### config.mk
export PLATFORM = sky130hd
export DESIGN_NAME = wtc_wide_timer_control
export DESIGN_NICKNAME = d
export VERILOG_FILES = /design/src/include/wtc_pkg.sv /design/src/verilog/wtc_sync2.sv /design/src/verilog/wtc_wide_timer_control.sv
export VERILOG_INCLUDE_DIRS = /design/src /design/src/include
export SDC_FILE = /design/constraint.sdc
export NUM_CORES = 1
export LEC_CHECK = 0
export ABC_CLOCK_PERIOD_IN_PS = 2850
export BUFFER_PORTS_ARGS = -buffer_cell sky130_fd_sc_hd__buf_2
export CORE_UTILIZATION = 40
export CTS_BUF_LIST = sky130_fd_sc_hd__clkbuf_4 sky130_fd_sc_hd__clkbuf_8
export DETAILED_ROUTE_END_ITERATION = 8
export PLACE_DENSITY = 0.7
export SYNTH_ARGS = -nofsm -noshare
export SYNTH_HDL_FRONTEND = slang
export SYNTH_SLANG_ARGS = --single-unit
### constraint.sdc
create_clock -name clk -period 2.85 [get_ports clk]
set_clock_uncertainty 0.1 [all_clocks]
set_input_delay 0.4275 -clock clk [delete_from_list [all_inputs] [get_ports clk]]
set_output_delay 0.4275 -clock clk [all_outputs]
set_load 0.01 [all_outputs]
### src/include/wtc_defines.svh
// constants of the wide timer control block: offsets, fields, resets, counts
`ifndef WTC_DEFINES_SVH
`define WTC_DEFINES_SVH

// register byte offsets on the bus, low address byte only
`define WTC_OFS_CTRL_A       8'h00
`define WTC_OFS_CTRL_B       8'h04
`define WTC_OFS_STATUS       8'h08

// control register A fields
`define WTC_CA_FORCE_A_BIT   3
`define WTC_CA_FORCE_B_BIT   2
`define WTC_CA_STORE_MASK    8'hF3
`define WTC_CA_RESET         8'h00

// control register B fields
`define WTC_CB_STORE_MASK    8'hCF
`define WTC_CB_RESET         8'h00

// status register bit positions
`define WTC_ST_PIN_A_BIT     0
`define WTC_ST_PIN_B_BIT     1
`define WTC_ST_CAP_LVL_BIT   2
`define WTC_ST_EXT_LVL_BIT   3
`define WTC_ST_RUN_BIT       4

// prescaler: tick when the low bits of the divider are all ones
`define WTC_PRE_WIDTH        10
`define WTC_PRE_MASK_8       10'h007
`define WTC_PRE_MASK_64      10'h03F
`define WTC_PRE_MASK_256     10'h0FF
`define WTC_PRE_MASK_1024    10'h3FF

// noise canceler history: four equal samples
`define WTC_NOISE_ALL_HIGH   4'hF
`define WTC_NOISE_ALL_LOW    4'h0

`endif

### src/include/wtc_pkg.sv
// types of the wide timer control block
package wtc_pkg;

	// compare output mode, one per channel
	typedef enum logic [1:0] {
		WTC_CM_OFF    = 2'h0,
		WTC_CM_TOGGLE = 2'h1,
		WTC_CM_CLEAR  = 2'h2,
		WTC_CM_SET    = 2'h3
	} wtc_cmp_mode_t;

	// pwm resolution select
	typedef enum logic [1:0] {
		WTC_PWM_OFF = 2'h0,
		WTC_PWM_8   = 2'h1,
		WTC_PWM_9   = 2'h2,
		WTC_PWM_10  = 2'h3
	} wtc_pwm_sel_t;

	// count source select
	typedef enum logic [2:0] {
		WTC_CS_STOP     = 3'h0,
		WTC_CS_CK       = 3'h1,
		WTC_CS_DIV8     = 3'h2,
		WTC_CS_DIV64    = 3'h3,
		WTC_CS_DIV256   = 3'h4,
		WTC_CS_DIV1024  = 3'h5,
		WTC_CS_EXT_FALL = 3'h6,
		WTC_CS_EXT_RISE = 3'h7
	} wtc_clk_sel_t;

	// control register A layout
	typedef struct packed {
		wtc_cmp_mode_t cmpAMode;
		wtc_cmp_mode_t cmpBMode;
		logic          forceCmpA;
		logic          forceCmpB;
		wtc_pwm_sel_t  pwmWidthSel;
	} wtc_ctrl_a_t;

	// control register B layout
	typedef struct packed {
		logic         captureNoiseFilterEn;
		logic         captureEdgeSel;
		logic [1:0]   reserved;
		logic         clearOnMatchA;
		wtc_clk_sel_t clkSel;
	} wtc_ctrl_b_t;

	// events from the counter's comparators
	typedef struct packed {
		logic matchA;
		logic matchB;
	} wtc_cnt_in_t;

	// controls toward the counter
	typedef struct packed {
		logic         countTick;
		logic         counterClear;
		logic         captureStrobe;
		logic         cmpFlagSetA;
		logic         cmpFlagSetB;
		wtc_pwm_sel_t pwmWidthSel;
		logic         pwmUpDown;
		logic         pwmWrapAtTop;
	} wtc_cnt_out_t;

endpackage : wtc_pkg

### src/verilog/wtc_sync2.sv
// two flip-flop synchroniser for one pin
`timescale 1ns/1ps

module wtc_sync2 (
	// clock and reset
	input  wire logic clk,
	input  wire logic reset,
	// pin side
	input  wire logic pinIn,
	// clock side
	output logic      syncOut
);

	logic meta_r;

	// the first stage feeds only the second stage
	always_ff @(posedge clk or posedge reset) begin
		if (reset) begin
			meta_r  <= 1'b0;
			syncOut <= 1'b0;
		end else begin
			meta_r  <= pinIn;
			syncOut <= meta_r;
		end
	end

endmodule : wtc_sync2

### src/verilog/wtc_wide_timer_control.sv
// control logic of the 16-bit timer: registers, prescaler, capture, pins
// Notes on behaviour
// - control A holds channel A mode in 7:6, channel B mode in 5:4
// - non-pwm modes: 00 disconnect, 01 toggle, 10 low, 11 high on match
// - writing a force bit performs the programmed pin action at once
// - force written with new mode uses the old mode
// - forced compare sets no flag and never clears the counter
// - force bits read zero and do nothing while pwm is selected
// - control A 1:0 selects pwm: off, 8, 9 or 10 bits
// - filter off: capture on first sampled edge of selected polarity
// - filter on: four successive samples at new level before capture
// - edge select: zero captures on falling, one on rising edge
// - control B bits 5:4 always read zero
// - clear-on-match: counter cleared the cycle after a channel A match
// - in pwm the clear bit picks wrap at top, else up/down counting
// - clock select: stop, ck, /8, /64, /256, /1024, pin fall, pin rise
// - prescaled ticks come from the system clock; stop disables timer
// - external count pin counts even while configured as output
// - external count pin sampled on every rising system clock edge
// - real compare match sets its flag the cycle after the match
// - capture flag set in the same cycle the capture copy happens
`timescale 1ns/1ps
`include "wtc_defines.svh"

module wtc_wide_timer_control (
	// clock and reset
	input  wire logic                 clk,
	input  wire logic                 reset,
	// ahb-lite slave
	input  wire logic                 hsel,
	input  wire logic [31:0]          haddr,
	input  wire logic [1:0]           htrans,
	input  wire logic                 hwrite,
	input  wire logic [2:0]           hsize,
	input  wire logic                 hready,
	input  wire logic [31:0]          hwdata,
	output logic                      hreadyout,
	output logic                      hresp,
	output logic [31:0]               hrdata,
	// counter side
	input  wire wtc_pkg::wtc_cnt_in_t cntIn,
	output wtc_pkg::wtc_cnt_out_t     cntOut,
	// pins
	input  wire logic                 captureInPin,
	input  wire logic                 extCountPin,
	output logic                      cmpOutPinA,
	output logic                      cmpOutPinB,
	output logic                      cmpOutEnA,
	output logic                      cmpOutEnB
);

	wtc_pkg::wtc_ctrl_a_t ctrlA_r;
	wtc_pkg::wtc_ctrl_a_t ctrlA_nxt;
	wtc_pkg::wtc_ctrl_b_t ctrlB_r;
	wtc_pkg::wtc_ctrl_b_t ctrlB_nxt;
	logic                 wrPend_r;
	logic [7:0]           wrAddr_r;
	logic                 addrPhase;
	logic                 wrCtrlA;
	logic                 wrCtrlB;
	logic [31:0]          rdData_nxt;
	logic                 pwmOn;
	logic                 forceA;
	logic                 forceB;
	logic                 actA;
	logic                 actB;
	logic [`WTC_PRE_WIDTH-1:0] pre_r;
	logic                 tick_nxt;
	logic                 tick_r;
	logic                 extSync;
	logic                 extPrev_r;
	logic                 capSync;
	logic [3:0]           hist_r;
	logic                 capLevel_r;
	logic                 capLevel_nxt;
	logic                 capEdge;
	logic                 capture_r;
	logic                 clear_r;
	logic                 flagA_r;
	logic                 flagB_r;
	logic                 running;

	// pin synchronisers: nothing reads the pins before two flops
	wtc_sync2 uSyncExt (
		.clk     (clk),
		.reset   (reset),
		.pinIn   (extCountPin),
		.syncOut (extSync)
	);

	wtc_sync2 uSyncCap (
		.clk     (clk),
		.reset   (reset),
		.pinIn   (captureInPin),
		.syncOut (capSync)
	);

	// bus answers at once and never errs
	assign hreadyout = 1'b1;
	assign hresp     = 1'b0;
	assign addrPhase = hsel && htrans[1] && hready;

	// address phase of a write is remembered for its data phase
	always_ff @(posedge clk or posedge reset) begin
		if (reset) begin
			wrPend_r <= 1'b0;
			wrAddr_r <= 8'h00;
		end else begin
			wrPend_r <= addrPhase && hwrite;
			wrAddr_r <= haddr[7:0];
		end
	end

	assign wrCtrlA = wrPend_r && (wrAddr_r == `WTC_OFS_CTRL_A);
	assign wrCtrlB = wrPend_r && (wrAddr_r == `WTC_OFS_CTRL_B);

	// force bits are never stored, reserved bits never stored
	always_comb begin
		ctrlA_nxt = ctrlA_r;
		ctrlB_nxt = ctrlB_r;
		if (wrCtrlA) begin
			ctrlA_nxt = wtc_pkg::wtc_ctrl_a_t'(hwdata[7:0]
				& `WTC_CA_STORE_MASK);
		end
		if (wrCtrlB) begin
			ctrlB_nxt = wtc_pkg::wtc_ctrl_b_t'(hwdata[7:0]
				& `WTC_CB_STORE_MASK);
		end
	end

	// control registers start cleared: stopped, no pwm, pins free
	always_ff @(posedge clk or posedge reset) begin
		if (reset) begin
			ctrlA_r <= wtc_pkg::wtc_ctrl_a_t'(`WTC_CA_RESET);
			ctrlB_r <= wtc_pkg::wtc_ctrl_b_t'(`WTC_CB_RESET);
		end else begin
			ctrlA_r <= ctrlA_nxt;
			ctrlB_r <= ctrlB_nxt;
		end
	end

	// read mux looks at the next values so a read right after a write
	// sees the written data
	always_comb begin
		rdData_nxt = 32'h0000_0000;
		case (haddr[7:0])
			`WTC_OFS_CTRL_A: rdData_nxt[7:0] = ctrlA_nxt;
			`WTC_OFS_CTRL_B: rdData_nxt[7:0] = ctrlB_nxt;
			`WTC_OFS_STATUS: begin
				rdData_nxt[`WTC_ST_PIN_A_BIT]   = cmpOutPinA;
				rdData_nxt[`WTC_ST_PIN_B_BIT]   = cmpOutPinB;
				rdData_nxt[`WTC_ST_CAP_LVL_BIT] = capLevel_r;
				rdData_nxt[`WTC_ST_EXT_LVL_BIT] = extSync;
				rdData_nxt[`WTC_ST_RUN_BIT]     = running;
			end
			default: rdData_nxt = 32'h0000_0000;
		endcase
	end

	// read data held in a flop for the data phase
	always_ff @(posedge clk or posedge reset) begin
		if (reset) begin
			hrdata <= 32'h0000_0000;
		end else if (addrPhase && !hwrite) begin
			hrdata <= rdData_nxt;
		end
	end

	// pin action of one channel for a given mode
	function automatic logic pinAction(input wtc_pkg::wtc_cmp_mode_t mode,
		input logic cur);
		logic res;
		case (mode)
			wtc_pkg::WTC_CM_OFF:    res = cur;
			wtc_pkg::WTC_CM_TOGGLE: res = ~cur;
			wtc_pkg::WTC_CM_CLEAR:  res = 1'b0;
			wtc_pkg::WTC_CM_SET:    res = 1'b1;
			default:                res = cur;
		endcase
		return res;
	endfunction : pinAction

	// a force or a match outside pwm fires the pin action; pwm
	// waveforms are made by the pwm logic, not here
	assign pwmOn  = (ctrlA_r.pwmWidthSel != wtc_pkg::WTC_PWM_OFF);
	assign forceA = wrCtrlA && hwdata[`WTC_CA_FORCE_A_BIT] && !pwmOn;
	assign forceB = wrCtrlA && hwdata[`WTC_CA_FORCE_B_BIT] && !pwmOn;
	assign actA   = !pwmOn && (cntIn.matchA || forceA);
	assign actB   = !pwmOn && (cntIn.matchB || forceB);

	// mode taken from the register before this write lands
	always_ff @(posedge clk or posedge reset) begin
		if (reset) begin
			cmpOutPinA <= 1'b0;
			cmpOutPinB <= 1'b0;
		end else begin
			if (actA) begin
				cmpOutPinA <= pinAction(ctrlA_r.cmpAMode, cmpOutPinA);
			end
			if (actB) begin
				cmpOutPinB <= pinAction(ctrlA_r.cmpBMode, cmpOutPinB);
			end
		end
	end

	// the timer owns the pin whenever a mode is set; port direction
	// is the port logic's business
	assign cmpOutEnA = (ctrlA_r.cmpAMode != wtc_pkg::WTC_CM_OFF);
	assign cmpOutEnB = (ctrlA_r.cmpBMode != wtc_pkg::WTC_CM_OFF);

	// flags and clear come only from real matches, never from a force
	always_ff @(posedge clk or posedge reset) begin
		if (reset) begin
			flagA_r <= 1'b0;
			flagB_r <= 1'b0;
			clear_r <= 1'b0;
		end else begin
			flagA_r <= cntIn.matchA;
			flagB_r <= cntIn.matchB;
			clear_r <= cntIn.matchA && ctrlB_r.clearOnMatchA
				&& !pwmOn;
		end
	end

	// prescaler runs on the system clock and restarts when stopped
	assign running = (ctrlB_r.clkSel != wtc_pkg::WTC_CS_STOP);
	always_ff @(posedge clk or posedge reset) begin
		if (reset) begin
			pre_r <= '0;
		end else if (!running) begin
			pre_r <= '0;
		end else begin
			pre_r <= pre_r + `WTC_PRE_WIDTH'(1);
		end
	end

	// count source select
	always_comb begin
		tick_nxt = 1'b0;
		case (ctrlB_r.clkSel)
			wtc_pkg::WTC_CS_STOP:     tick_nxt = 1'b0;
			wtc_pkg::WTC_CS_CK:       tick_nxt = 1'b1;
			wtc_pkg::WTC_CS_DIV8:
				tick_nxt = ((pre_r & `WTC_PRE_MASK_8) == `WTC_PRE_MASK_8);
			wtc_pkg::WTC_CS_DIV64:
				tick_nxt = ((pre_r & `WTC_PRE_MASK_64) == `WTC_PRE_MASK_64);
			wtc_pkg::WTC_CS_DIV256:
				tick_nxt = ((pre_r & `WTC_PRE_MASK_256) == `WTC_PRE_MASK_256);
			wtc_pkg::WTC_CS_DIV1024:
				tick_nxt = (pre_r == `WTC_PRE_MASK_1024);
			wtc_pkg::WTC_CS_EXT_FALL: tick_nxt = extPrev_r && !extSync;
			wtc_pkg::WTC_CS_EXT_RISE: tick_nxt = !extPrev_r && extSync;
			default:                  tick_nxt = 1'b0;
		endcase
	end

	// tick flop and count pin history; pin read whatever its direction
	always_ff @(posedge clk or posedge reset) begin
		if (reset) begin
			extPrev_r <= 1'b0;
			tick_r    <= 1'b0;
		end else begin
			extPrev_r <= extSync;
			tick_r    <= tick_nxt;
		end
	end

	// filtered level moves only on four equal samples when filtering
	always_comb begin
		capLevel_nxt = capSync;
		if (ctrlB_r.captureNoiseFilterEn) begin
			if (hist_r == `WTC_NOISE_ALL_HIGH) begin
				capLevel_nxt = 1'b1;
			end else if (hist_r == `WTC_NOISE_ALL_LOW) begin
				capLevel_nxt = 1'b0;
			end else begin
				capLevel_nxt = capLevel_r;
			end
		end
	end

	// an edge counts only when its new level matches the selection
	assign capEdge = (capLevel_nxt != capLevel_r)
		&& (capLevel_nxt == ctrlB_r.captureEdgeSel);

	// four-sample history, level, and one strobe for both copy and flag
	always_ff @(posedge clk or posedge reset) begin
		if (reset) begin
			hist_r     <= 4'h0;
			capLevel_r <= 1'b0;
			capture_r  <= 1'b0;
		end else begin
			hist_r     <= {hist_r[2:0], capSync};
			capLevel_r <= capLevel_nxt;
			capture_r  <= capEdge;
		end
	end

	// controls toward the counter
	assign cntOut.countTick     = tick_r;
	assign cntOut.counterClear  = clear_r;
	assign cntOut.captureStrobe = capture_r;
	assign cntOut.cmpFlagSetA   = flagA_r;
	assign cntOut.cmpFlagSetB   = flagB_r;
	assign cntOut.pwmWidthSel   = ctrlA_r.pwmWidthSel;
	assign cntOut.pwmUpDown     = pwmOn && !ctrlB_r.clearOnMatchA;
	assign cntOut.pwmWrapAtTop  = pwmOn && ctrlB_r.clearOnMatchA;
endmodule : wtc_wide_timer_control

==> key figures <==
Synthesis
  • Synthesized area: 0.00267 mm^2
  • Top_reg_cell synth: dfrtp_1
  • Async S/R FF share, synth: 100%
  • Commonest cells post-synth: dfrtp_1 (60), buf_4 (33), nor2_1 (13)
  • Post-synth EDFFs: 0
  • Leading area contributor after synthesis: dfrtp_1
  • Synthesized area per cell: 11.7 um^2
  • Unique masters post-synth: 42
  • Area share of the largest cell type after synthesis: 56.3%
  • Post-synthesis register bit count: 60
  • Seq/Total Area, Yosys: 56.3%
  • Gate Count Post-Synth: 228
  • Cell with the most instances after synthesis: dfrtp_1
  • Top post-synthesis cells by area: dfrtp_1 (56%), buf_4 (9.3%), mux2_2 (4.6%), nor2b_1 (2.1%), mux2i_1 (1.9%)
  • Synth warn: 0

Power
  • P_leak: 0.00151 uW
  • P per Cell Area: 606 mW/mm^2
  • Total chip power: 1830 uW
  • Worst VDD drop: 0.329 mV

Die
  • Core ar.: 0.00639 mm^2
  • Ports: 125
  • Initial Util: 41.7%
  • Cell Rows: 29
  • Die footprint: 0.00699 mm^2
  • Die Ht: 83.6 um
  • Die Wd: 83.6 um

Global route
  • GR Layer Usage met2: 23.3%
  • Grt total ovfl: 0
  • Most Crowded Layer GR: met2
  • GR Layer Usage met1: 21.1%
  • GRT Total Usage: 15.6%
  • Global-route wire length before repair: 8310 um
  • Met3 usage: 2.97%
  • Initial antenna violation count: 0
  • Largest net degree at the start of global routing: 61
  • Vias in the first global route: 1669

Place
  • Buffers on Ports: 46
  • Placed insts: 343
  • DP Wirelength: 3520 um
  • GPL Wtd Cong: 0.710

Timing
  • Final critical-path share of the clock period: 88.2%
  • Fmax: 0.398 GHz
  • Slew Limit Fails: 0
  • RSZ-0062 raised after global routing: no
  • Least-Margin Pin Slew: 0.757 ns
  • Final setup fails: 0
  • Hold Vio Cnt, Final: 0
  • Max transition margin: 49.5%
  • Setup TNS: 0 ns
  • Crit path time final: 2.51 ns

Worst hold path
  • WHS Path Cells: 1
  • Hold WC Path Type: primary input to register

Clock tree
  • PostCTS Resize Cnt: 0
  • H-tree depth: 3
  • CTS Root Cell: clkbuf_8
  • CTS tree: yes
  • Worst-Skew Late Latency: 0.33 ns
  • Bufs on Longest Clock Path: 2
  • Setup Fix Bufs, Post-CTS: 0
  • Hold-fix buffers at CTS: 0
  • CTS Sinks: 60
  • CTS buffer count: 9
  • CTS clk-pin slew, worst paths: 0.07 ns

Detailed routing
  • TritonRoute pass-1 iters: 4
  • DRC viols: 0
  • Final wirelength: 4990 um
  • Per-cell routed wire length: 13.9 um
  • Vias/cell: 4.77
  • Starting DRT DRC Count: 85
  • Routed vias: 1707
  • Remaining antenna violation count: 0

Worst setup path
  • Worst Path Buf+Inv: 0
  • Cell count along the critical path: 5
  • Crit-path max cell delay: 0.55 ns
  • Crit-path max FO: 9
  • Arrival @ worst endpoint: 2.63 ns
  • CP Cell Sequence: or4b_4 -> or3_1 -> mux2_4 -> a22o_1 -> mux2_2
  • WS Path Type: register to register
  • Delay-heaviest family, CP: simple AND/OR/NAND/NOR gates
  • CP endpoint kind: register
  • FF-to-FF path depth: 5
  • Crit path launch type: register
  • Slowest CP cell: or3_1
  • WP data required: 2.96 ns

Final layout
  • Fin cells: 358
  • N_diodes: 0
  • Fin nets: 357
  • Share of cells above drive strength 1: 31.0%
  • Area grow syn2layout: 13.5%

Job
  • # Max-Cap Violations: 0

Run status
  • Status: complete, no violations
## cells by family after synthesis
| family | share of synthesized area [%] |
|---|---|
| mux | 7.93 |
| flops | 56.3 |
| other cells | 0.282 |
| fa+ha+maj | 0.939 |
| compound gates | 6.67 |
| buf+inv | 11.0 |
| xor+xnor | 1.97 |
| simple gates | 14.9 |
## stage by stage
stage | setup slack, ns | area (um^2) | hold slack, ns | util, %
3_3_place_gp | 0.328 | 2850 | 0.234 | 44.6
6_report | 0.337 | 3030 | 0.100 | 47.4
3_5_place_dp | 0.336 | 2850 | 0.237 | 44.6
2_1_floorplan | 0.493 | 2760 | 0.231 | -
5_1_grt | 0.265 | 3030 | 0.0795 | 47.4
4_1_cts | 0.323 | 3030 | 0.0834 | 47.4
## placed cells by master (no fill, tap or decap), types with 3 or more instances in the layout
cell and count:
nand2_1 11, conb_1 26, xor2_1 3, clkbuf_8 11, nand3b_1 4, a21oi_1 6
mux2i_1 5, nand2b_1 3, nor3_1 3, mux2_2 11, nor2b_1 9, a221oi_1 4
nand3_1 6, dfrtp_1 60, buf_4 5, nor2_1 13, xnor2_1 3, inv_1 5
buf_2 46, or3_1 3, and3_1 4, o21ai_0 8
## final timing paths
| check | startpoint | endpoint | slack, ns |
|---|---|---|---|
| max | wrAddr_r[7] | hrdata[6] | 0.34 |
| min | extCountPin | uSyncExt.meta_r | 0.10 |
| max reg2reg | wrAddr_r[7] | hrdata[6] | 0.34 |
| min reg2reg | uSyncExt.meta_r | uSyncExt.syncOut | 0.25 |
| max in group asynchronous | reset | hrdata[5] | 1.94 |
| min in group asynchronous | reset | wrAddr_r[1] | 0.21 |
## metal layers
layer	vias to the layer above	routed length (um)
li1	819	-
met3	10	183
met5	-	0
met1	826	2430
met2	52	2250
met4	0	123
## state kept, by name, summed over array words and instances (netlist names)
signal            flops
extPrev_r             1
tick_r                1
cntOut                2
wrAddr_r              8
cmpOutPinB            1
uSyncExt.meta_r       1
uSyncCap.meta_r       1
flagB_r               1
wrPend_r              1
hrdata                8
cmpOutPinA            1
uSyncExt.syncOut      1
ctrlA_r               6
hist_r                4
flagA_r               1
capLevel_r            1
capture_r             1
clear_r               1
pre_r                10
uSyncCap.syncOut      1
ctrlB_r               8
## power by group
part / leakage, uW / total (uW) / switching (uW) / internal [uW]
clock: 0.0000872 / 681 / 327 / 355
combinational: 0.000667 / 184 / 103 / 81.0
sequential: 0.000754 / 968 / 51.4 / 917
total: 0.00151 / 1830 / 481 / 1350
## final cells by class
type | count | area (um^2)
inverters | 6 | 22.5
repair buffers | 51 | 268
clock inverters | 4 | 25.0
clock buffers | 11 | 151
flip-flops and latches | 60 | 1500
well taps | 77 | 96.3
multi-input cells | 149 | 961
fillers | 605 | 3360
(Power assumes the default switching activity.)
